<file path="src/pcg_pkg.sv">
package pcg_pkg;

  // ****************************************
  // Sizes
  // ****************************************
  localparam int NUM_CH_DEF = 8;
  localparam int ADDR_W     = 8;

  // ****************************************
  // Register byte offsets (bank 0)
  // ****************************************
  localparam logic [7:0] OFF_ENABLE   = 8'h00;
  localparam logic [7:0] OFF_POLARITY = 8'h04;
  localparam logic [7:0] OFF_CLK_SEL  = 8'h08;
  localparam logic [7:0] OFF_CENTER   = 8'h0c;
  localparam logic [7:0] OFF_CONTROL  = 8'h10;
  localparam logic [7:0] OFF_PRESCALE = 8'h14;
  localparam logic [7:0] OFF_SCALE_A  = 8'h18;
  localparam logic [7:0] OFF_SCALE_B  = 8'h1c;

  // Per-channel banks: byte address = bank * 0x20 + channel * 4
  localparam logic [2:0] BANK_REGS    = 3'h0;
  localparam logic [2:0] BANK_COUNTER = 3'h1;
  localparam logic [2:0] BANK_PERIOD  = 3'h2;
  localparam logic [2:0] BANK_DUTY    = 3'h3;

  // ****************************************
  // Field positions
  // ****************************************
  localparam int CTL_JOIN_LSB  = 4;
  localparam int CTL_WAIT_BIT  = 3;
  localparam int CTL_FRZ_BIT   = 2;
  localparam int PRE_TAP_A_LSB = 0;
  localparam int PRE_TAP_B_LSB = 4;
  localparam int SRC_SEL_W     = 2;

  // Clock source codes
  localparam logic [1:0] SRC_A        = 2'h0;
  localparam logic [1:0] SRC_B        = 2'h1;
  localparam logic [1:0] SRC_SCALED_A = 2'h2;
  localparam logic [1:0] SRC_SCALED_B = 2'h3;

  // ****************************************
  // Values after reset
  // ****************************************
  localparam logic [7:0] RST_REG8   = 8'h00;
  localparam logic [7:0] RST_PERIOD = 8'hff;
  localparam logic [7:0] RST_DUTY   = 8'h00;

endpackage

</file>
<file path="src/pcg_pair_if.sv">
`timescale 1ns/1ps
`default_nettype none
interface pcg_pair_if;
  logic        joined;
  logic [1:0]  en;
  logic [1:0]  pol;
  logic [1:0]  center;
  logic [1:0]  tick;
  logic [1:0]  wr_per;
  logic [1:0]  wr_duty;
  logic [1:0]  wr_cnt;
  logic [7:0]  wbyte;
  logic [15:0] cnt;
  logic [15:0] per;
  logic [15:0] duty;
  logic [1:0]  pin;

  modport ctrl (
    output joined, en, pol, center, tick, wr_per, wr_duty, wr_cnt, wbyte,
    input  cnt, per, duty, pin
  );

  modport pair (
    input  joined, en, pol, center, tick, wr_per, wr_duty, wr_cnt, wbyte,
    output cnt, per, duty, pin
  );
endinterface
`default_nettype wire

</file>
<file path="src/pcg_pair.sv">
`timescale 1ns/1ps
`default_nettype none
module pcg_pair
  import pcg_pkg::*;
(
  // Clock and reset
  input wire logic clk,
  input wire logic rst,
  // Controls in, counters and pins out
  pcg_pair_if.pair p
);

  logic [15:0] cnt_reg;
  logic [15:0] cnt_next;
  logic [15:0] per_buf_reg;
  logic [15:0] duty_buf_reg;
  logic [15:0] per_act_reg;
  logic [15:0] duty_act_reg;
  logic [1:0]  dn_reg;
  logic [1:0]  dn_next;
  logic [1:0]  ff_reg;
  logic [1:0]  ff_next;
  logic [1:0]  fin;
  logic [1:0]  ld;
  logic [1:0]  pin_reg;
  logic [17:0] st;

  // Returns {period end, count down, next count}
  function automatic logic [17:0] step(input logic [15:0] c, input logic [15:0] lim,
                                       input logic dn, input logic ca);
    logic [16:0] nx;
    nx = {1'b0, c} + 17'h1;
    if (!ca)
      step = (nx >= {1'b0, lim}) ? 18'h20000 : {2'b00, nx[15:0]};
    else if (!dn)
      step = {1'b0, nx >= {1'b0, lim}, nx[15:0]};
    else if (c <= 16'h1)
      step = 18'h20000;
    else
      step = {2'b01, c - 16'h1};
  endfunction

  // ****************************************
  // Counters and output flip-flops
  // ****************************************
  always_comb
  begin
    cnt_next = cnt_reg;
    dn_next  = dn_reg;
    ff_next  = ff_reg;
    fin      = 2'b00;
    st       = 18'h0;
    if (p.joined)
    begin
      // Odd half's controls steer the merged channel
      st = step(cnt_reg, per_act_reg, dn_reg[1], p.center[1]);
      fin = {2{p.en[1] & p.tick[1] & st[17]}};
      dn_next[0] = 1'b0;
      ff_next[0] = 1'b0;
      if (|p.wr_cnt)
      begin
        cnt_next   = 16'h0;
        dn_next[1] = 1'b0;
        ff_next[1] = 1'b0;
      end
      else if (!p.en[1])
        ff_next[1] = 1'b0;
      else
      begin
        if (p.tick[1])
        begin
          cnt_next   = st[15:0];
          dn_next[1] = st[16];
        end
        if (cnt_next == duty_act_reg)
          ff_next[1] = ~dn_next[1];
        else if (fin[1])
          ff_next[1] = 1'b0;
      end
    end
    else
    begin
      for (int h = 0; h < 2; h++)
      begin
        st = step({8'h00, cnt_reg[8*(1-h) +: 8]}, {8'h00, per_act_reg[8*(1-h) +: 8]},
                  dn_reg[h], p.center[h]);
        fin[h] = p.en[h] & p.tick[h] & st[17];
        if (p.wr_cnt[h])
        begin
          cnt_next[8*(1-h) +: 8] = 8'h00;
          dn_next[h] = 1'b0;
          ff_next[h] = 1'b0;
        end
        else if (!p.en[h])
          ff_next[h] = 1'b0;
        else
        begin
          if (p.tick[h])
          begin
            cnt_next[8*(1-h) +: 8] = st[7:0];
            dn_next[h] = st[16];
          end
          // Compare the count being entered, so the edge lands on the match
          if (cnt_next[8*(1-h) +: 8] == duty_act_reg[8*(1-h) +: 8])
            ff_next[h] = ~dn_next[h];
          else if (fin[h])
            ff_next[h] = 1'b0;
        end
      end
    end
  end

  // Active values reload at period end, counter write or while disabled
  assign ld[1] = ~p.en[1] | p.wr_cnt[1] | fin[1] | (p.joined & p.wr_cnt[0]);
  assign ld[0] = p.joined ? ld[1] : (~p.en[0] | p.wr_cnt[0] | fin[0]);

  always_ff @(posedge clk)
  begin
    if (rst)
    begin
      cnt_reg <= 16'h0;
      dn_reg  <= 2'b00;
      ff_reg  <= 2'b00;
    end
    else
    begin
      cnt_reg <= cnt_next;
      dn_reg  <= dn_next;
      ff_reg  <= ff_next;
    end
  end

  // ****************************************
  // Period and duty, buffer and active latch
  // ****************************************
  always_ff @(posedge clk)
  begin
    if (rst)
    begin
      per_buf_reg  <= {RST_PERIOD, RST_PERIOD};
      duty_buf_reg <= {RST_DUTY, RST_DUTY};
      per_act_reg  <= {RST_PERIOD, RST_PERIOD};
      duty_act_reg <= {RST_DUTY, RST_DUTY};
    end
    else
    begin
      for (int h = 0; h < 2; h++)
      begin
        if (p.wr_per[h])
          per_buf_reg[8*(1-h) +: 8] <= p.wbyte;
        if (p.wr_duty[h])
          duty_buf_reg[8*(1-h) +: 8] <= p.wbyte;
        // Disabled: a write lands in both copies at once
        if (ld[h])
        begin
          per_act_reg[8*(1-h) +: 8]  <= p.wr_per[h] ? p.wbyte
                                       : per_buf_reg[8*(1-h) +: 8];
          duty_act_reg[8*(1-h) +: 8] <= p.wr_duty[h] ? p.wbyte
                                       : duty_buf_reg[8*(1-h) +: 8];
        end
      end
    end
  end

  // ****************************************
  // Pins
  // ****************************************
  always_ff @(posedge clk)
  begin
    if (rst)
      pin_reg <= 2'b00;
    else
    begin
      pin_reg[1] <= ff_reg[1] ^ p.pol[1];
      pin_reg[0] <= p.joined ? 1'b0 : (ff_reg[0] ^ p.pol[0]);
    end
  end

  assign p.cnt  = cnt_reg;
  assign p.per  = per_buf_reg;
  assign p.duty = duty_buf_reg;
  assign p.pin  = pin_reg;

endmodule // pcg_pair
`default_nettype wire

</file>
<file path="src/pcg_top.sv">
`timescale 1ns/1ps
`default_nettype none
module pcg_top
  import pcg_pkg::*;
#(
  parameter int NUM_CH = NUM_CH_DEF
)
(
  // Clock and reset
  input  wire logic              clk,
  input  wire logic              rst,
  // APB slave
  input  wire logic              psel,
  input  wire logic              penable,
  input  wire logic              pwrite,
  input  wire logic [ADDR_W-1:0] paddr,
  input  wire logic [31:0]       pwdata,
  input  wire logic [3:0]        pstrb,
  output logic      [31:0]       prdata,
  output logic                   pready,
  output logic                   pslverr,
  // System operating modes
  input  wire logic              wait_mode,
  input  wire logic              freeze_mode,
  // Channel pins
  output wire logic [NUM_CH-1:0] output_port
);

  localparam int NPAIR = NUM_CH / 2;
  localparam int CS_W  = SRC_SEL_W * NUM_CH;

  // ****************************************
  // Register state
  // ****************************************
  logic [NUM_CH-1:0] channel_enable_bit;
  logic [NUM_CH-1:0] polarity_reg;
  logic [NUM_CH-1:0] center_reg;
  logic [CS_W-1:0]   clock_source_select_reg;
  logic [NPAIR-1:0]  join_reg;
  logic              wait_stop_bit;
  logic              freeze_stop_bit;
  logic [7:0]        prescale_reg;
  logic [7:0]        scale_reg [2];
  logic [31:0]       prdata_reg;
  logic              err_reg;

  // ****************************************
  // Bus decode
  // ****************************************
  logic [2:0]  bank;
  logic [2:0]  chan;
  logic        wr_en;
  logic        bank_wr;
  logic        chan_ok;
  logic [31:0] rd_data;
  logic        rd_ok;
  logic [7:0]  pwm_control_reg;
  logic [7:0]  cnt_byte  [NUM_CH];
  logic [7:0]  per_byte  [NUM_CH];
  logic [7:0]  duty_byte [NUM_CH];

  assign bank    = paddr[7:5];
  assign chan    = paddr[4:2];
  assign chan_ok = int'(chan) < NUM_CH;
  // Zero wait states: a write commits in the access cycle
  assign wr_en   = psel & penable & pwrite;
  assign bank_wr = wr_en & pstrb[0] & (paddr[1:0] == 2'h0);

  // Control register view; bits of absent pairs stay zero
  always_comb
  begin
    pwm_control_reg = RST_REG8;
    pwm_control_reg[CTL_JOIN_LSB +: NPAIR] = join_reg;
    pwm_control_reg[CTL_WAIT_BIT] = wait_stop_bit;
    pwm_control_reg[CTL_FRZ_BIT]  = freeze_stop_bit;
  end

  always_comb
  begin
    rd_data = 32'h0;
    rd_ok   = 1'b1;
    if (paddr[1:0] != 2'h0)
      rd_ok = 1'b0;
    else if (bank == BANK_REGS)
    begin
      case (paddr)
        OFF_ENABLE:   rd_data[NUM_CH-1:0] = channel_enable_bit;
        OFF_POLARITY: rd_data[NUM_CH-1:0] = polarity_reg;
        OFF_CLK_SEL:  rd_data[CS_W-1:0]   = clock_source_select_reg;
        OFF_CENTER:   rd_data[NUM_CH-1:0] = center_reg;
        OFF_CONTROL:  rd_data[7:0]        = pwm_control_reg;
        OFF_PRESCALE: rd_data[7:0]        = prescale_reg;
        OFF_SCALE_A:  rd_data[7:0]        = scale_reg[0];
        OFF_SCALE_B:  rd_data[7:0]        = scale_reg[1];
        default:      rd_ok = 1'b0;
      endcase
    end
    else if (chan_ok)
    begin
      case (bank)
        BANK_COUNTER: rd_data[7:0] = cnt_byte[chan];
        BANK_PERIOD:  rd_data[7:0] = per_byte[chan];
        BANK_DUTY:    rd_data[7:0] = duty_byte[chan];
        default:      rd_ok = 1'b0;
      endcase
    end
    else
      rd_ok = 1'b0;
  end

  // Read data is caught in the setup cycle so prdata comes from a flop
  always_ff @(posedge clk)
  begin
    if (rst)
    begin
      prdata_reg <= 32'h0;
      err_reg    <= 1'b0;
    end
    else if (psel && !penable)
    begin
      prdata_reg <= pwrite ? 32'h0 : rd_data;
      err_reg    <= ~rd_ok;
    end
  end

  assign prdata  = prdata_reg;
  assign pready  = 1'b1;
  assign pslverr = err_reg & psel & penable;

  // ****************************************
  // Register writes
  // ****************************************
  // Vectors hold only implemented channels, so writes to the rest vanish
  always_ff @(posedge clk)
  begin
    if (rst)
    begin
      channel_enable_bit <= '0;
      polarity_reg       <= '0;
      center_reg         <= '0;
    end
    else if (bank_wr && bank == BANK_REGS)
    begin
      if (paddr == OFF_ENABLE)
        channel_enable_bit <= pwdata[NUM_CH-1:0];
      if (paddr == OFF_POLARITY)
        polarity_reg <= pwdata[NUM_CH-1:0];
      if (paddr == OFF_CENTER)
        center_reg <= pwdata[NUM_CH-1:0];
    end
  end

  always_ff @(posedge clk)
  begin
    if (rst)
      clock_source_select_reg <= '0;
    else if (wr_en && paddr == OFF_CLK_SEL)
    begin
      for (int b = 0; b < CS_W; b++)
      begin
        if (pstrb[b/8])
          clock_source_select_reg[b] <= pwdata[b];
      end
    end
  end

  always_ff @(posedge clk)
  begin
    if (rst)
    begin
      join_reg        <= '0;
      wait_stop_bit   <= 1'b0;
      freeze_stop_bit <= 1'b0;
    end
    else if (bank_wr && paddr == OFF_CONTROL)
    begin
      join_reg        <= pwdata[CTL_JOIN_LSB +: NPAIR];
      wait_stop_bit   <= pwdata[CTL_WAIT_BIT];
      freeze_stop_bit <= pwdata[CTL_FRZ_BIT];
    end
  end

  always_ff @(posedge clk)
  begin
    if (rst)
    begin
      prescale_reg <= RST_REG8;
      scale_reg[0] <= RST_REG8;
      scale_reg[1] <= RST_REG8;
    end
    else if (bank_wr)
    begin
      if (paddr == OFF_PRESCALE)
        prescale_reg <= pwdata[7:0];
      if (paddr == OFF_SCALE_A)
        scale_reg[0] <= pwdata[7:0];
      if (paddr == OFF_SCALE_B)
        scale_reg[1] <= pwdata[7:0];
    end
  end

  // ****************************************
  // Prescaler and clock sources
  // ****************************************
  logic       pre_run;
  logic [6:0] pre_cnt_reg;
  logic [2:0] tap [2];
  logic [3:0] src_tick;
  logic [8:0] sc_cnt_reg [2];
  logic [9:0] sc_lim [2];

  function automatic logic [6:0] tap_mask(input logic [2:0] t);
    logic [7:0] m;
    m = (8'h1 << t) - 8'h1;
    tap_mask = m[6:0];
  endfunction

  // Mode inputs come from logic on this clock, so no synchroniser
  assign pre_run = ~(wait_mode & wait_stop_bit)
                 & ~(freeze_mode & freeze_stop_bit);
  assign tap[0]  = prescale_reg[PRE_TAP_A_LSB +: 3];
  assign tap[1]  = prescale_reg[PRE_TAP_B_LSB +: 3];

  always_ff @(posedge clk)
  begin
    if (rst)
      pre_cnt_reg <= 7'h0;
    else if (pre_run)
      pre_cnt_reg <= pre_cnt_reg + 7'h1;
  end

  // Sources A/B divide by 2^tap; scaled ones by a further 2*scale, or 512 when scale is 0
  for (genvar s = 0; s < 2; s++)
  begin : g_src
    assign src_tick[s] = pre_run & ((pre_cnt_reg & tap_mask(tap[s])) == 7'h0);
    assign sc_lim[s]   = (scale_reg[s] == 8'h00) ? 10'h200 : {1'b0, scale_reg[s], 1'b0};
    assign src_tick[2+s] = src_tick[s] & ({1'b0, sc_cnt_reg[s]} == sc_lim[s] - 10'h1);

    always_ff @(posedge clk)
    begin
      if (rst)
        sc_cnt_reg[s] <= 9'h0;
      else if (src_tick[2+s])
        sc_cnt_reg[s] <= 9'h0;
      else if (src_tick[s])
        sc_cnt_reg[s] <= sc_cnt_reg[s] + 9'h1;
    end
  end

  // ****************************************
  // Channel pairs
  // ****************************************
  for (genvar i = 0; i < NPAIR; i++)
  begin : g_pair
    pcg_pair_if pif ();

    assign pif.joined = join_reg[i];
    assign pif.en     = channel_enable_bit[2*i +: 2];
    assign pif.pol    = polarity_reg[2*i +: 2];
    assign pif.center = center_reg[2*i +: 2];
    assign pif.wbyte  = pwdata[7:0];

    for (genvar h = 0; h < 2; h++)
    begin : g_half
      // Each channel picks one of the four source ticks
      assign pif.tick[h] = src_tick[clock_source_select_reg[SRC_SEL_W*(2*i+h) +: 2]];
      assign pif.wr_cnt[h]  = bank_wr & (bank == BANK_COUNTER)
                            & (chan == 3'(2*i+h));
      assign pif.wr_per[h]  = bank_wr & (bank == BANK_PERIOD)
                            & (chan == 3'(2*i+h));
      assign pif.wr_duty[h] = bank_wr & (bank == BANK_DUTY)
                            & (chan == 3'(2*i+h));
    end

    // Even channel holds the high byte of a joined pair
    assign cnt_byte[2*i]    = pif.cnt[15:8];
    assign cnt_byte[2*i+1]  = pif.cnt[7:0];
    assign per_byte[2*i]    = pif.per[15:8];
    assign per_byte[2*i+1]  = pif.per[7:0];
    assign duty_byte[2*i]   = pif.duty[15:8];
    assign duty_byte[2*i+1] = pif.duty[7:0];
    assign output_port[2*i +: 2] = pif.pin;

    pcg_pair u_pair (
      .clk (clk),
      .rst (rst),
      .p   (pif.pair)
    );
  end

endmodule // pcg_top
`default_nettype wire

</file>
<file path="config.mk">
export PLATFORM = sky130hd
export DESIGN_NAME = pcg_top
export DESIGN_NICKNAME = d
export VERILOG_FILES = /design/src/pcg_pkg.sv /design/src/pcg_pair_if.sv /design/src/pcg_pair.sv /design/src/pcg_top.sv
export SDC_FILE = /design/constraint.sdc
export NUM_CORES = 2
export LEC_CHECK = 0
export ABC_AREA = 1
export ABC_CLOCK_PERIOD_IN_PS = 4500
export BUFFER_PORTS_ARGS = -buffer_cell sky130_fd_sc_hd__buf_4
export CAP_MARGIN = 30
export CORE_ASPECT_RATIO = 0.75
export CORE_MARGIN = 8
export CORE_UTILIZATION = 53
export DETAILED_ROUTE_END_ITERATION = 10
export GPL_TIMING_DRIVEN = 0
export PLACE_DENSITY_LB_ADDON = 0.2
export SLEW_MARGIN = 20
export SYNTH_ARGS = -nofsm -noshare
export SYNTH_HDL_FRONTEND = slang
export SYNTH_SLANG_ARGS = --single-unit
</file>
<file path="constraint.sdc">
create_clock -name clk -period 4.5 [get_ports clk]
set_input_delay 0 -clock clk [delete_from_list [all_inputs] [get_ports clk]]
set_output_delay 0 -clock clk [all_outputs]
set_load 0.02 [all_outputs]
</file>
==> results.txt <==
Compound-Gate Fraction of Synth Area -> 20.0%
Drt total wl -> 143 mm
Final hold viol count -> 0
CP most frequent cell -> nand2_1
Mux share of post-synthesis cell area -> 0%
Clk Tree Root Cell -> clkbuf_16
Max Clk Rate -> 238 MHz
Final setup viols -> 0
Vias in the first global route -> 33200
DR WL/cell -> 22.9 um
Synth cell types -> 58
CTS Buffer Depth -> 3
Die height -> 232 um
Design Area, Final -> 36900 sq um
Starting DRT DRC Count -> 5979
Fin crit period -> 4.20 ns
Die area -> 70800 sq um
TritonRoute pass-1 iters -> 6
Simple-Gate Fraction of Synth Area -> 31.6%
Synth Area in Adders -> 4.87%
Global route overflow -> 0
Max_cap viols -> 0
Setup Crit Path Kind -> reg -> reg
Global-route wire length before repair -> 209 mm
H-tree Lvls -> 2
Worst hold margin -> 0.0449 ns
Crit. Startpoint -> g_pair[3].u_pair.p.cnt[0]
CP max stage cell -> dfxtp_2
Worst Path Max Fanout -> 8
Worst hold start -> pstrb[0]
Max-slew headroom -> 21.5%
Mean post-synth cell area -> 6.35 sq um
DP Area -> 34700 sq um
P per Cell Area -> 243 nW/um^2
Fin util -> 59.7%
Worst slew pin tran -> 1.18 ns
Crit path DAT -> 4.74 ns
Row count -> 79
Yosys warnings -> 0
Pins Over Slew Limit -> 0
Die Wd -> 305 um
I/O pin cnt -> 93
Initial antenna violation count -> 6
Critical path's largest stage delay -> 0.42 ns
Critical Path End Type -> flop
Fill cell count -> 6238
Final Wtd Congestion -> 1.09
CP Launch Type -> flop
Core area -> 61900 sq um
Status -> complete, no violations
Peak supply drop -> 0.325 mV
Critical Path RT -> 5.04 ns
Placed wire-length estimate -> 112 mm
Largest net degree at the start of global routing -> 16
Cell area after synthesis -> 33100 sq um
Xor/xnor cell area share of the yosys netlist -> 4.66%
Nets -> 5562
Hold Path Class -> in -> reg
CP bufs+invs -> 3
Port Buffers -> 53
Tot GR Track Use -> 38.1%
CTS tree -> yes
Clock-pin transition on the worst setup and hold timing paths -> 0.06 ns
Via count -> 38100
Initial core utilization -> 53.5%
Share of layout cells above drive strength 1 -> 6.83%
Register area share after synthesis -> 28.6%
Sinks on Clock Net -> 456
Leak -> 17.5 nW
Via density -> 6.11
DRC -> 0
Seq cells post-synth -> 456
Delay-heaviest family, CP -> simple AND/OR/NAND/NOR gates
Worst R2R Start -> g_pair[3].u_pair.p.cnt[0]
Worst-Skew Late Latency -> 0.62 ns
Sum of negative setup slack -> 0 ns
Syn Inst Count -> 5215
RSZ-0062 raised after global routing -> true
Area Growth Syn to Fin -> 11.5%
Largest family of logic cells by synthesized area -> simple AND/OR/NAND/NOR gates
Fin Clk Skew -> 0.0339 ns
Tcrit/Tclk final -> 93.4%
CTS buffer count -> 48
Antenna Violating Nets Remaining -> 0
layout make-up:
type | instances | area, sq um | area share, %
multi-input combinational | 3923 | 20500 | 55.4
sequential | 456 | 9490 | 25.7
inverter | 608 | 2290 | 6.21
clock buffer | 70 | 1410 | 3.81
buffer | 242 | 1100 | 2.97
tap | 810 | 1010 | 2.74
timing repair buffer | 102 | 888 | 2.41
clock inverter | 18 | 255 | 0.691
antenna | 4 | 10.0 | 0.0271
timing repair inverter | 1 | 7.51 | 0.0203
tightest hold or removal path, delay by kind of cell:
family | cells | cell delay, ns
AOI/OAI and AO/OA | 2 | 0.18
buffers and inverters | 1 | 0.11
and+or+nand+nor | 2 | 0.30
cells in the mapped netlist (all sizes together):
cell type	number	area share, %
inv	592	6.7
a221oi	17	0.45
nor2	588	7.0
buf	94	1.6
o221ai	30	0.79
a31oi	27	0.51
clkbuf	149	1.7
edfxtp	34	3.1
nand2	1298	15
o311ai	9	0.24
a22oi	40	0.91
a21boi	2	0.045
nand2b	2	0.038
nand4	98	1.9
o21a	4	0.091
o31ai	1	0.023
xor2	154	4.1
nand3b	36	0.82
nor3b	5	0.11
a2111oi	3	0.079
a211oi	52	1.2
o22ai	40	0.76
a32oi	1	0.026
o21bai	4	0.15
nor3	89	1.4
dfxtp	422	26
nand3	318	4.9
or2	31	0.59
xnor2	22	0.58
nor4	8	0.15
o211ai	116	2.6
conb	2	0.023
clkinv	16	0.18
o2111ai	21	0.56
and3	1	0.019
a21oi	330	5.0
ha	129	4.9
a21o	4	0.091
a32o	1	0.030
o21ai	425	6.4
stage by stage:
stage,setup slack (ns),std cells,total power [mW]
6_report,0.298,6234,8.97
5_1_grt,-0.0671,6230,9.12
4_1_cts,0.0365,6214,8.91
3_5_place_dp,-0.296,6099,4.71
3_3_place_gp,-0.244,6093,4.71
2_1_floorplan,0.954,5230,4.46
logic make-up (layout without fill, tap and decap cells):
kind of cell	count (synthesis)	count (layout)
simple gates	2474	2474
compound gates	1127	1127
flops	456	456
xor+xnor	176	176
fa+ha+maj	129	129
other cells	2	21
buf+inv	851	1041
routing by layer:
layer | GRT usage (%) | part of all wire [%] | up-vias
li1 | - | - | 17700
met2 | 52.9 | 39 | 2563
met4 | 10.8 | 3.1 | 4
met1 | 56.5 | 43 | 17500
met3 | 10.8 | 15 | 301
met5 | 0 | 0.018 | -
repair_timing:
item                       CTS  global route
setup endpoints to repair   36           113
gates cloned                 0             1
setup buffers                0             9
hold buffers                27             0
gates resized for setup      7            48
pin swaps                    0            10
hold endpoints to repair    72             0
cell usage in the layout, fill, tap and decap left out, types with 10 or more instances in the layout:
master	count
dlygate4sd3_1	27
a31oi_1	27
nor3_1	82
o21ai_0	406
a221oi_1	17
a21oi_1	327
nand3_1	313
o211ai_1	116
xnor2_1	22
or2_2	30
clkinv_1	12
ha_1	128
inv_2	17
nand2_1	1287
nor2_1	560
clkbuf_1	158
nor2_4	14
buf_4	87
conb_1	17
nor2_2	13
buf_1	10
buf_2	58
xor2_1	149
nand3b_1	36
o21ai_1	17
edfxtp_1	34
dfxtp_1	410
clkbuf_16	50
a22oi_1	40
inv_1	574
o221ai_1	30
o22ai_1	40
o2111ai_1	21
a211oi_1	51
nand2_2	11
nand4_1	97
worst paths after layout:
check | endpoint | slack [ns] | cells past startpoint
hold reg to reg | prdata[11] | 0.47 | 2
hold / removal | wait_stop_bit | 0.04 | 5
setup reg to reg | g_pair[3].u_pair.ff_reg[1] | 0.30 | 31
setup / recovery | g_pair[3].u_pair.ff_reg[1] | 0.30 | 31
report_power, final:
group / switching (mW) / leakage, nW / internal, mW
combinational: 0.430 / 12.9 / 0.136
clock: 1.81 / 0.817 / 2.48
sequential: 0.0215 / 3.78 / 4.10
Note: power is estimated with default switching activity, not from simulation.
